==> src/common/p8c_regs.svh <==
// Header of strap codes, select levels and timing counts for the port 8 clock and mode select
`ifndef P8C_REGS_SVH
`define P8C_REGS_SVH

// Link speed strap codes, two address-pin straps
`define P8C_SPD_100M      2'h3
`define P8C_SPD_200M      2'h2
`define P8C_SPD_300M      2'h1
`define P8C_SPD_400M      2'h0
// Interface type strap levels
`define P8C_IF_MII        1'h1
`define P8C_IF_SERIAL     1'h0
// Speed and duplex select levels
`define P8C_SPEED_100     1'h1
`define P8C_SPEED_10      1'h0
`define P8C_DUPLEX_FULL   1'h1
`define P8C_DUPLEX_HALF   1'h0
// Reference clock divider from the RMII clock
`define P8C_REF_DIV       2
// Missing-clock watchdog on the supplied reference, in system clocks
`define P8C_REF_TIMEOUT_NS 200
`define P8C_REF_TIMEOUT_CYC ((`P8C_REF_TIMEOUT_NS + 3) / 4)

`endif

==> src/common/p8c_pkg.sv <==
// Package of types for the port 8 clock and mode select
package p8c_pkg;
  // Link speed selection as strapped
  typedef enum logic [1:0] {
    P8C_X1 = 2'h3,
    P8C_X2 = 2'h2,
    P8C_X3 = 2'h1,
    P8C_X4 = 2'h0
  } p8c_speed_t;
  // Reference clock pin direction state, one-hot
  typedef enum logic [1:0] {
    P8C_DRIVE = 2'h1,
    P8C_SENSE = 2'h2
  } p8c_dir_t;
endpackage

==> src/rtl/p8c_edge.sv <==
// Edge detector for the RMII clock and the supplied port 8 reference clock, with a two-stage synchroniser
`timescale 1ns/1ns
module p8c_edge (
  input  wire logic clk_sys_i,  // System clock
  input  wire logic rst_i,      // Synchronous reset
  input  wire logic level_i,    // Raw input level
  output logic      rise_o      // One-cycle pulse per rising edge
);
  logic meta;   // First synchroniser stage
  logic sync;   // Second synchroniser stage
  logic last;   // Delayed copy for edge detection

  // Synchronise and delay
  // Reset to the pulled-up idle level, so a high pin gives no false edge after reset
  always_ff @(posedge clk_sys_i) begin
    if (rst_i) begin
      meta   <= 1'h1;
      sync   <= 1'h1;
      last   <= 1'h1;
      rise_o <= 1'h0;
    end else begin
      meta   <= level_i;
      sync   <= meta;
      last   <= sync;
      rise_o <= sync & ~last;
    end
  end
endmodule

==> src/rtl/p8c_refclk_mode.sv <==
// Port 8 reference clock direction, divider and speed and duplex select
// What this block does
// - Regular mode: drive reference clock at RMII/2
// - Speed-up mode: reference pin input, MAC clock source
// - Speed select high means 100 Mbps
// - Duplex select low half, high full
// - Speed straps 11/10/01/00 give 100..400 Mbps
// - Interface strap high MII, low serial
`timescale 1ns/1ns
`include "p8c_regs.svh"
module p8c_refclk_mode (
  input  wire logic              clk_sys_i,           // System clock, 250 MHz
  input  wire logic              rst_i,               // Synchronous reset, active high
  input  wire logic              rmii_clk_i,          // RMII reference clock level, sampled
  input  wire logic [1:0]        strap_speed_i,       // Link speed straps
  input  wire logic              strap_mii_i,         // Interface type strap
  input  wire logic              port8_ref_clock_i,   // Reference clock pin, input side
  output logic                   port8_ref_clock_o,   // Reference clock pin, output side
  output logic                   port8_ref_clock_oe_o,// Reference clock pin enable
  input  wire logic              port8_speed_select_i,// Speed select pin, input side
  output logic                   port8_speed_select_o,// Speed select pin, output side
  output logic                   port8_speed_select_oe_o, // Speed select pin enable
  input  wire logic              port8_duplex_select_i,   // Duplex select pin
  output p8c_pkg::p8c_speed_t    link_speed_o,        // Latched link speed
  output logic                   mii_mode_o,          // High for MII, low for serial
  output logic                   speed_100_o,         // High for 100 Mbps
  output logic                   full_duplex_o,       // High for full duplex
  output logic                   mac_clk_tick_o,      // Port 8 MAC clock edge pulse
  output logic                   ref_lost_o           // Supplied reference stalled
);
  import p8c_pkg::*;

  p8c_speed_t speed_q;      // Latched speed selection
  logic       mii_q;        // Latched interface type
  p8c_dir_t   dir;          // Pin direction state
  p8c_dir_t   next_dir;     // Next direction
  logic       rmii_rise;    // RMII clock edge pulse
  logic       ref_rise;     // Supplied reference edge pulse
  logic       div_q;        // Divide-by-two toggle
  logic [7:0] idle_cnt;     // Cycles since last supplied edge

  // Speed-up when strap not the regular 100 Mbps code
  wire speedup = (speed_q != P8C_X1);
  wire drive   = (dir == P8C_DRIVE);

  // Catch straps while reset is held; hold afterwards
  always_ff @(posedge clk_sys_i) begin
    if (rst_i) begin
      speed_q <= p8c_speed_t'(strap_speed_i);
      mii_q   <= strap_mii_i;
    end
  end

  // Direction from latched selection
  always_comb begin
    next_dir = speedup ? P8C_SENSE : P8C_DRIVE;
  end

  // Direction register, follows the latched straps in reset too
  // A fixed reset value would drive the pin for one cycle after reset in speed-up
  always_ff @(posedge clk_sys_i) begin
    dir <= next_dir;
  end

  // Edge detection on the RMII clock
  p8c_edge u_rmii_edge (
    .clk_sys_i (clk_sys_i),
    .rst_i     (rst_i),
    .level_i   (rmii_clk_i),
    .rise_o    (rmii_rise)
  );

  // Edge detection on the supplied reference
  p8c_edge u_ref_edge (
    .clk_sys_i (clk_sys_i),
    .rst_i     (rst_i),
    .level_i   (port8_ref_clock_i),
    .rise_o    (ref_rise)
  );

  // Divide RMII clock by two: toggle on each rising edge
  always_ff @(posedge clk_sys_i) begin
    if (rst_i) begin
      div_q <= 1'h0;
    end else if (rmii_rise) begin
      div_q <= ~div_q;
    end
  end

  // Pin drive and MAC clock source
  always_ff @(posedge clk_sys_i) begin
    if (rst_i) begin
      port8_ref_clock_o    <= 1'h0;
      port8_ref_clock_oe_o <= 1'h0;
      mac_clk_tick_o       <= 1'h0;
    end else begin
      port8_ref_clock_o    <= drive & div_q;
      port8_ref_clock_oe_o <= drive;
      mac_clk_tick_o       <= drive ? (rmii_rise & div_q) : ref_rise;
    end
  end

  // Watchdog on supplied reference presence
  always_ff @(posedge clk_sys_i) begin
    if (rst_i || drive || ref_rise) begin
      idle_cnt <= 8'h00;
    end else if (idle_cnt != 8'(`P8C_REF_TIMEOUT_CYC)) begin
      idle_cnt <= idle_cnt + 8'h01;
    end
  end

  // Mode, speed and duplex outputs
  always_ff @(posedge clk_sys_i) begin
    if (rst_i) begin
      link_speed_o            <= P8C_X1;
      mii_mode_o              <= 1'h0;
      speed_100_o             <= 1'h0;
      full_duplex_o           <= 1'h0;
      port8_speed_select_o    <= 1'h0;
      port8_speed_select_oe_o <= 1'h0;
      ref_lost_o              <= 1'h0;
    end else begin
      link_speed_o            <= speed_q;
      mii_mode_o              <= (mii_q == `P8C_IF_MII);
      speed_100_o             <= speedup | (port8_speed_select_i == `P8C_SPEED_100);
      full_duplex_o           <= (port8_duplex_select_i == `P8C_DUPLEX_FULL);
      port8_speed_select_o    <= `P8C_SPEED_100;
      port8_speed_select_oe_o <= speedup;
      ref_lost_o              <= ~drive & (idle_cnt == 8'(`P8C_REF_TIMEOUT_CYC));
    end
  end
endmodule

==> config.mk <==
export PLATFORM = sky130hd
export DESIGN_NAME = p8c_refclk_mode
export DESIGN_NICKNAME = d
export VERILOG_FILES = /design/src/common/p8c_pkg.sv /design/src/rtl/p8c_edge.sv /design/src/rtl/p8c_refclk_mode.sv
export VERILOG_INCLUDE_DIRS = /design/src /design/src/common
export SDC_FILE = /design/constraint.sdc
export NUM_CORES = 1
export LEC_CHECK = 0
export ABC_AREA = 1
export BUFFER_PORTS_ARGS = -buffer_cell sky130_fd_sc_hd__buf_4
export CAP_MARGIN = 20
export CORE_MARGIN = 2
export CORE_UTILIZATION = 55
export DETAILED_ROUTE_END_ITERATION = 8
export HOLD_SLACK_MARGIN = 0.12
export PLACE_DENSITY = 0.9
export SETUP_SLACK_MARGIN = 0.02
export SLEW_MARGIN = 25
export SYNTH_ARGS = -nofsm -noshare
export SYNTH_HDL_FRONTEND = slang
export SYNTH_HIERARCHICAL = 1
export SYNTH_SLANG_ARGS = --single-unit
==> constraint.sdc <==
create_clock -name clk_sys_i -period 2.4 [get_ports clk_sys_i]
set_clock_uncertainty 0.1 [all_clocks]
set_input_delay 0.24 -clock clk_sys_i [delete_from_list [all_inputs] [get_ports clk_sys_i]]
set_output_delay 0.24 -clock clk_sys_i [all_outputs]
set_load 0.01 [all_outputs]
==> impl_metrics.ini, run 1 <==
[outcome]
outcome = completed

[die]
core_um2 = 1960
io_pins = 20
dieHeight_um = 49.4
die_area_um2 = 2440
rows = 16
die_x_um = 49.4
start_util_pct = 57.8

[timing]
setup_tns_ns = 0
rsz0062_at_grt = false
max_freq_mhz = 604
final-max-slew-violation-count = 0
hold_violations = 0
fin_ws_ns = 0.745
min_period_over_period_pct = 69.0
slew_headroom_pct = 83.8
worst_pin_slew_ns = 0.243
period_minus_slack_ns = 1.65
finalSetupViolations = 0

[finish]
multi_input_area_um2 = 368
layout-area-overhead-vs-synth_pct = 33.7
antenna_cells = 0
num-fill-cells = 145
final_nets = 176
fin_cells = 193
drive_gt1_share_pct = 19.3
final_cell_area_um2 = 1520
seqCellArea_um2 = 691

[power_and_ir_drop]
power_leakage_nw = 0.670
swShare_pct = 20.7
p_seq_share_pct = 53.7
internal-power_w = 0.000882
power.switching_w = 0.000230
combPwrFrac_pct = 8.5
max-vdd-ir-drop_uv = 505
clockPowerShare_pct = 37.8
pwr_density_cell_nw_per_um2 = 734
p_total_w = 0.00111

[clock_network]
cts_resized = 0
post_cts_buffers = 0
h-tree-depth = 2
cts_sinks = 33
clk_latency_ns = 0.32
hold_buffers = 12
cts-root-buf = clkbuf_4
cts_tree = yes
path_clk_slew_ns = 0.10
cts_buffers = 5
clock_path_buffers = 2

[drt]
drt_iter0_drc = 5
dr.pass1.iters = 4
totalWireLength_um = 2190
avgRoutedWirePerCell_um = 11.3
num_vias = 902
avgViaCountPerCell = 4.67
ant_nets = 0
drc_errors = 0

[synth]
syn_area_um2 = 1130
synth.distinct_cells = 18
synth_nets = 138
synth_seq_cells = 33
syn_inst = 127
avgSynthCellArea_um2 = 8.93
async_reset_ff_share_pct = 0
synth_warnings = 6
synth-seq-area-share_pct = 60.9
ys.flop_type = dfxtp_1
synth_edf_count = 3

[place]
gp_congestion = 0.848
place_inst = 173
post-place-ws_ns = 1.15
port_buffers = 19
place_area_um2 = 1310
hpwl_um = 1440

[worst_hold_path]
hold_start = u_ref_edge/last$_SDFF_PP1_
hp-class = reg -> reg

[setup_path]
cp_data_arrival_time_ns = 1.77
path_max_fanout = 16
crit_type = in -> reg
timing.critical_path.from = rst_i
endpoint_kind = flop
cp.required_ns = 2.51
r2r_start = speed_q[0]$_DFFE_PP_
cp-start-kind = input port

[grt]
grt_max_degree = 17
antenna_found_initial = 0
grt_pass1_wl_um = 3800
overflow = 0
track_usage_pct = 21.2
grt_pass1_vias = 948

[flow_run]
maxCapViolCount = 0
-- cells by family (layout without fill, tap and decap cells) --
kind of cell / count (synthesis) / in the layout / synth area share (%)
buffers and inverters: 20 / 59 / 6.62
AOI/OAI and AO/OA: 10 / 10 / 4.75
DFF: 33 / 33 / 60.9
xor gates and xnor gates: 1 / 1 / 0.773
adders and majority gates: 2 / 2 / 2.21
and+or+nand+nor: 61 / 61 / 24.7
-- stage by stage --
step / util (%) / hold slack [ns]
2_1_floorplan: - / 0.211
3_3_place_gp: 66.8 / 0.271
3_5_place_dp: 66.8 / 0.283
4_1_cts: 77.2 / 0.290
5_1_grt: 77.2 / 0.312
6_report: 77.2 / 0.290
-- final timing paths --
path / to / slack, ns / cells past startpoint
hold reg to reg: u_ref_edge/rise_o$_SDFF_PP0_ / 0.29 / 1
setup reg to reg: speed_100_o$_SDFF_PP0_ / 1.01 / 4
setup / recovery: u_ref_edge/meta$_SDFF_PP1_ / 0.75 / 4
hold / removal: u_ref_edge/rise_o$_SDFF_PP0_ / 0.29 / 1
-- power by group through the flow --
stage / clock network, W / logic, W / registers (W)
after floorplan: 0 / 0.0000384 / 0.000611
after global placement: 0 / 0.0000722 / 0.000607
after detailed placement: 0 / 0.0000780 / 0.000609
after CTS: 0.000427 / 0.0000938 / 0.000596
after global routing: 0.000457 / 0.000105 / 0.000601
final: 0.000420 / 0.0000950 / 0.000597
-- cell usage in the layout (no fill, tap or decap), drive strengths merged, types with 2 or more instances in the layout --
master,n
clkbuf,7
nand2,23
edfxtp,3
a21oi,6
nor3,2
dlygate4sd3,12
inv,20
o21ai,4
nor2,20
dfxtp,30
or2,7
nand3,9
ha,2
buf,19
-- flip-flops by register name (all words and copies together), names as in the netlist, 2 cells and up --
name          cells
idle_cnt          8
speed_q           2
link_speed_o      2
dir               2
-- synth_stat cells, types with 2 or more instances --
cell type | number | area [um^2]
o21ai_0 | 4 | 20.0
nand3_1 | 7 | 35.0
dfxtp_1 | 30 | 601
nand2_1 | 23 | 86.3
or2_2 | 2 | 12.5
a21oi_1 | 5 | 25.0
inv_1 | 20 | 75.1
nor2_1 | 19 | 71.3
edfxtp_1 | 3 | 90.1
or2_1 | 4 | 25.0
ha_1 | 2 | 25.0
nor3_1 | 2 | 10.0
-- critical path, cell delays in order --
cell and delay [ns]:
dlygate4sd3_1 0.55, buf_4 0.19, or2_1 0.22, dlygate4sd3_1 0.56
-- layer usage --
metal | vias up | routed length, um | GRT usage [%]
met1 | 403 | 819 | 18.7
met2 | 26 | 1150 | 39.4
met3 | 8 | 129 | 9.20
met5 | - | 0 | 0
li1 | 465 | - | -
met4 | 0 | 87 | 12.0
-- area by class of cell --
type / count / area share, %
sequential: 33 / 45.6
multi-input combinational: 74 / 24.3
timing repair buffer: 31 / 17.3
inverter: 20 / 4.95
clock buffer: 7 / 3.63
tap: 27 / 2.23
clock inverter: 1 / 1.98
Power figures use the tool's default switching activity.
==> inputs of run 2 (changes only) <==
--- a/config.mk
+++ b/config.mk
@@ -10,10 +10,10 @@
 export BUFFER_PORTS_ARGS = -buffer_cell sky130_fd_sc_hd__buf_4
 export CAP_MARGIN = 20
 export CORE_MARGIN = 2
-export CORE_UTILIZATION = 55
+export CORE_UTILIZATION = 52
 export DETAILED_ROUTE_END_ITERATION = 8
 export HOLD_SLACK_MARGIN = 0.12
-export PLACE_DENSITY = 0.9
+export PLACE_DENSITY = 0.86
 export SETUP_SLACK_MARGIN = 0.02
 export SLEW_MARGIN = 25
 export SYNTH_ARGS = -nofsm -noshare
==> constraint.sdc (replaced) <==
create_clock -name clk_sys_i -period 1.6 [get_ports clk_sys_i]
set_clock_uncertainty 0.1 [all_clocks]
set_input_delay 0.16 -clock clk_sys_i [delete_from_list [all_inputs] [get_ports clk_sys_i]]
set_output_delay 0.16 -clock clk_sys_i [all_outputs]
set_load 0.01 [all_outputs]
==> run 2 against run 1 <==
Sequential power grew 50%. Highest routed layer unchanged. Critical path type unchanged. Critical path depth unchanged. Register-to-register slack lost 0.73 ns. Wire length rose by 1.4%. Combinational power up 47%. Global-route usage shrank 0.63 points. Critical endpoint unchanged. Cell area decreased by 2.2%. Hold slack got worse by 0.013 ns. Setup slack lost 0.72 ns.
==> impl_metrics.ini, run 2 (same netlist as run 1, synthesis figures left out) <==
[clock_network]
post_cts_buffers = 0
cts-root-buf = clkbuf_4
cts_tree = yes
h-tree-depth = 2
cts_buffers = 5
path_clk_slew_ns = 0.10
cts_resized = 0
clock_path_buffers = 2
cts_sinks = 33
hold_buffers = 12
clk_latency_ns = 0.33

[finish]
num-fill-cells = 154
final_nets = 176
final_cell_area_um2 = 1480
layout_commonest_cell = dfxtp_1
drive_gt1_share_pct = 19.3
top_register = idle_cnt
final_cell_mix = dfxtp_1, nand2_1, inv_1, nor2_1, buf_4
layout-area-overhead-vs-synth_pct = 30.7
final_util_pct = 74.0
largest_reg_flops = 8
antenna_cells = 0

[die]
rows = 16
die_area_um2 = 2570
dieHeight_um = 50.7
io_pins = 20
die_x_um = 50.7
core_um2 = 2000
start_util_pct = 56.6

[timing]
period_minus_slack_ns = 1.57
worst_pin_slew_ns = 0.223
finalSetupViolations = 0
max_freq_mhz = 636
rsz0062_at_grt = false
setup_tns_ns = 0
final-max-slew-violation-count = 0
hold_violations = 0
min_period_over_period_pct = 98.2
slew_headroom_pct = 85.1

[setup_path]
cp_slowest_cell = dlygate4sd3_1
crit_type = in -> reg
cp_data_arrival_time_ns = 1.70
r2r_start = speed_q[1]$_DFFE_PP_
cp.required_ns = 1.73
path_max_fanout = 16
worst_path_most_repeated_cell = dlygate4sd3_1
slowest_delay_ns = 0.57
r2r_slack_ns = 0.28
path_cells = dlygate4sd3_1 > buf_4 > or2_1 > dlygate4sd3_1
critPathBufInv = 3
cp-start-kind = input port
endpoint_kind = flop
timing.critical_path.from = rst_i
cp_top_family = buffers and inverters

[drt]
totalWireLength_um = 2220
avgViaCountPerCell = 4.69
drc_errors = 0
num_vias = 906
drt_iter0_drc = 17
dr.pass1.iters = 4
avgRoutedWirePerCell_um = 11.5
ant_nets = 0

[grt]
overflow = 0
grt_max_degree = 17
grt_pass1_wl_um = 3730
antenna_found_initial = 0
track_usage_pct = 20.6
grt_pass1_vias = 935

[power_and_ir_drop]
swShare_pct = 24.2
pwr_density_cell_nw_per_um2 = 994
combPwrFrac_pct = 9.5
p_total_w = 0.00147
power.switching_w = 0.000356
power_leakage_nw = 0.656
max-vdd-ir-drop_uv = 755
clockPowerShare_pct = 29.8
internal-power_w = 0.00112
p_seq_share_pct = 60.7

[flow_run]
maxCapViolCount = 0

[place]
port_buffers = 19
gp_congestion = 0.842
hpwl_um = 1360
place_area_um2 = 1310

[outcome]
outcome = completed

[worst_hold_path]
hp-class = reg -> reg
hold_start = u_ref_edge/last$_SDFF_PP1_
==> run 2: metal layers <==
metal | up-vias | GRT usage [%] | share of wire (%)
met5 | - | 0 | 0
met1 | 405 | 17.4 | 37
li1 | 466 | - | -
met2 | 27 | 40.6 | 55
met3 | 8 | 6.85 | 4.5
met4 | 0 | 11.7 | 2.8
==> run 2: final cells by class <==
| class | count | area [um^2] | share of cell area, % |
|---|---|---|---|
| flip-flops and latches | 33 | 691 | 46.6 |
| multi-input cells | 74 | 368 | 24.8 |
| repair buffers | 31 | 263 | 17.7 |
| inverters | 20 | 75.1 | 5.07 |
| clock buffers | 6 | 41.3 | 2.79 |
| well taps | 27 | 33.8 | 2.28 |
| clock inverters | 2 | 10.0 | 0.676 |
==> run 2: stage by stage <==
step	setup slack, ns	cells	hold WS (ns)
floorplan	0.458	127	0.131
global placement	0.432	173	0.238
detailed placement	0.324	173	0.240
CTS	0.0891	193	0.286
global route	0.0245	193	0.300
finish	0.0283	193	0.278
==> run 2: worst paths after layout <==
path / end / cells after the start
setup / recovery: u_ref_edge/meta$_SDFF_PP1_ / 4
hold / removal: u_ref_edge/rise_o$_SDFF_PP0_ / 1
setup reg to reg: speed_100_o$_SDFF_PP0_ / 4
hold reg to reg: u_ref_edge/rise_o$_SDFF_PP0_ / 1
==> run 2: power by group through the flow <==
stage                     Sequential (W)  Clock, W  Combinational, W
final                           0.000895  0.000438          0.000140
after global routing            0.000900  0.000483          0.000156
after CTS                       0.000894  0.000437          0.000139
after detailed placement        0.000913         0          0.000115
after global placement          0.000911         0          0.000109
after floorplan                 0.000916         0         0.0000576
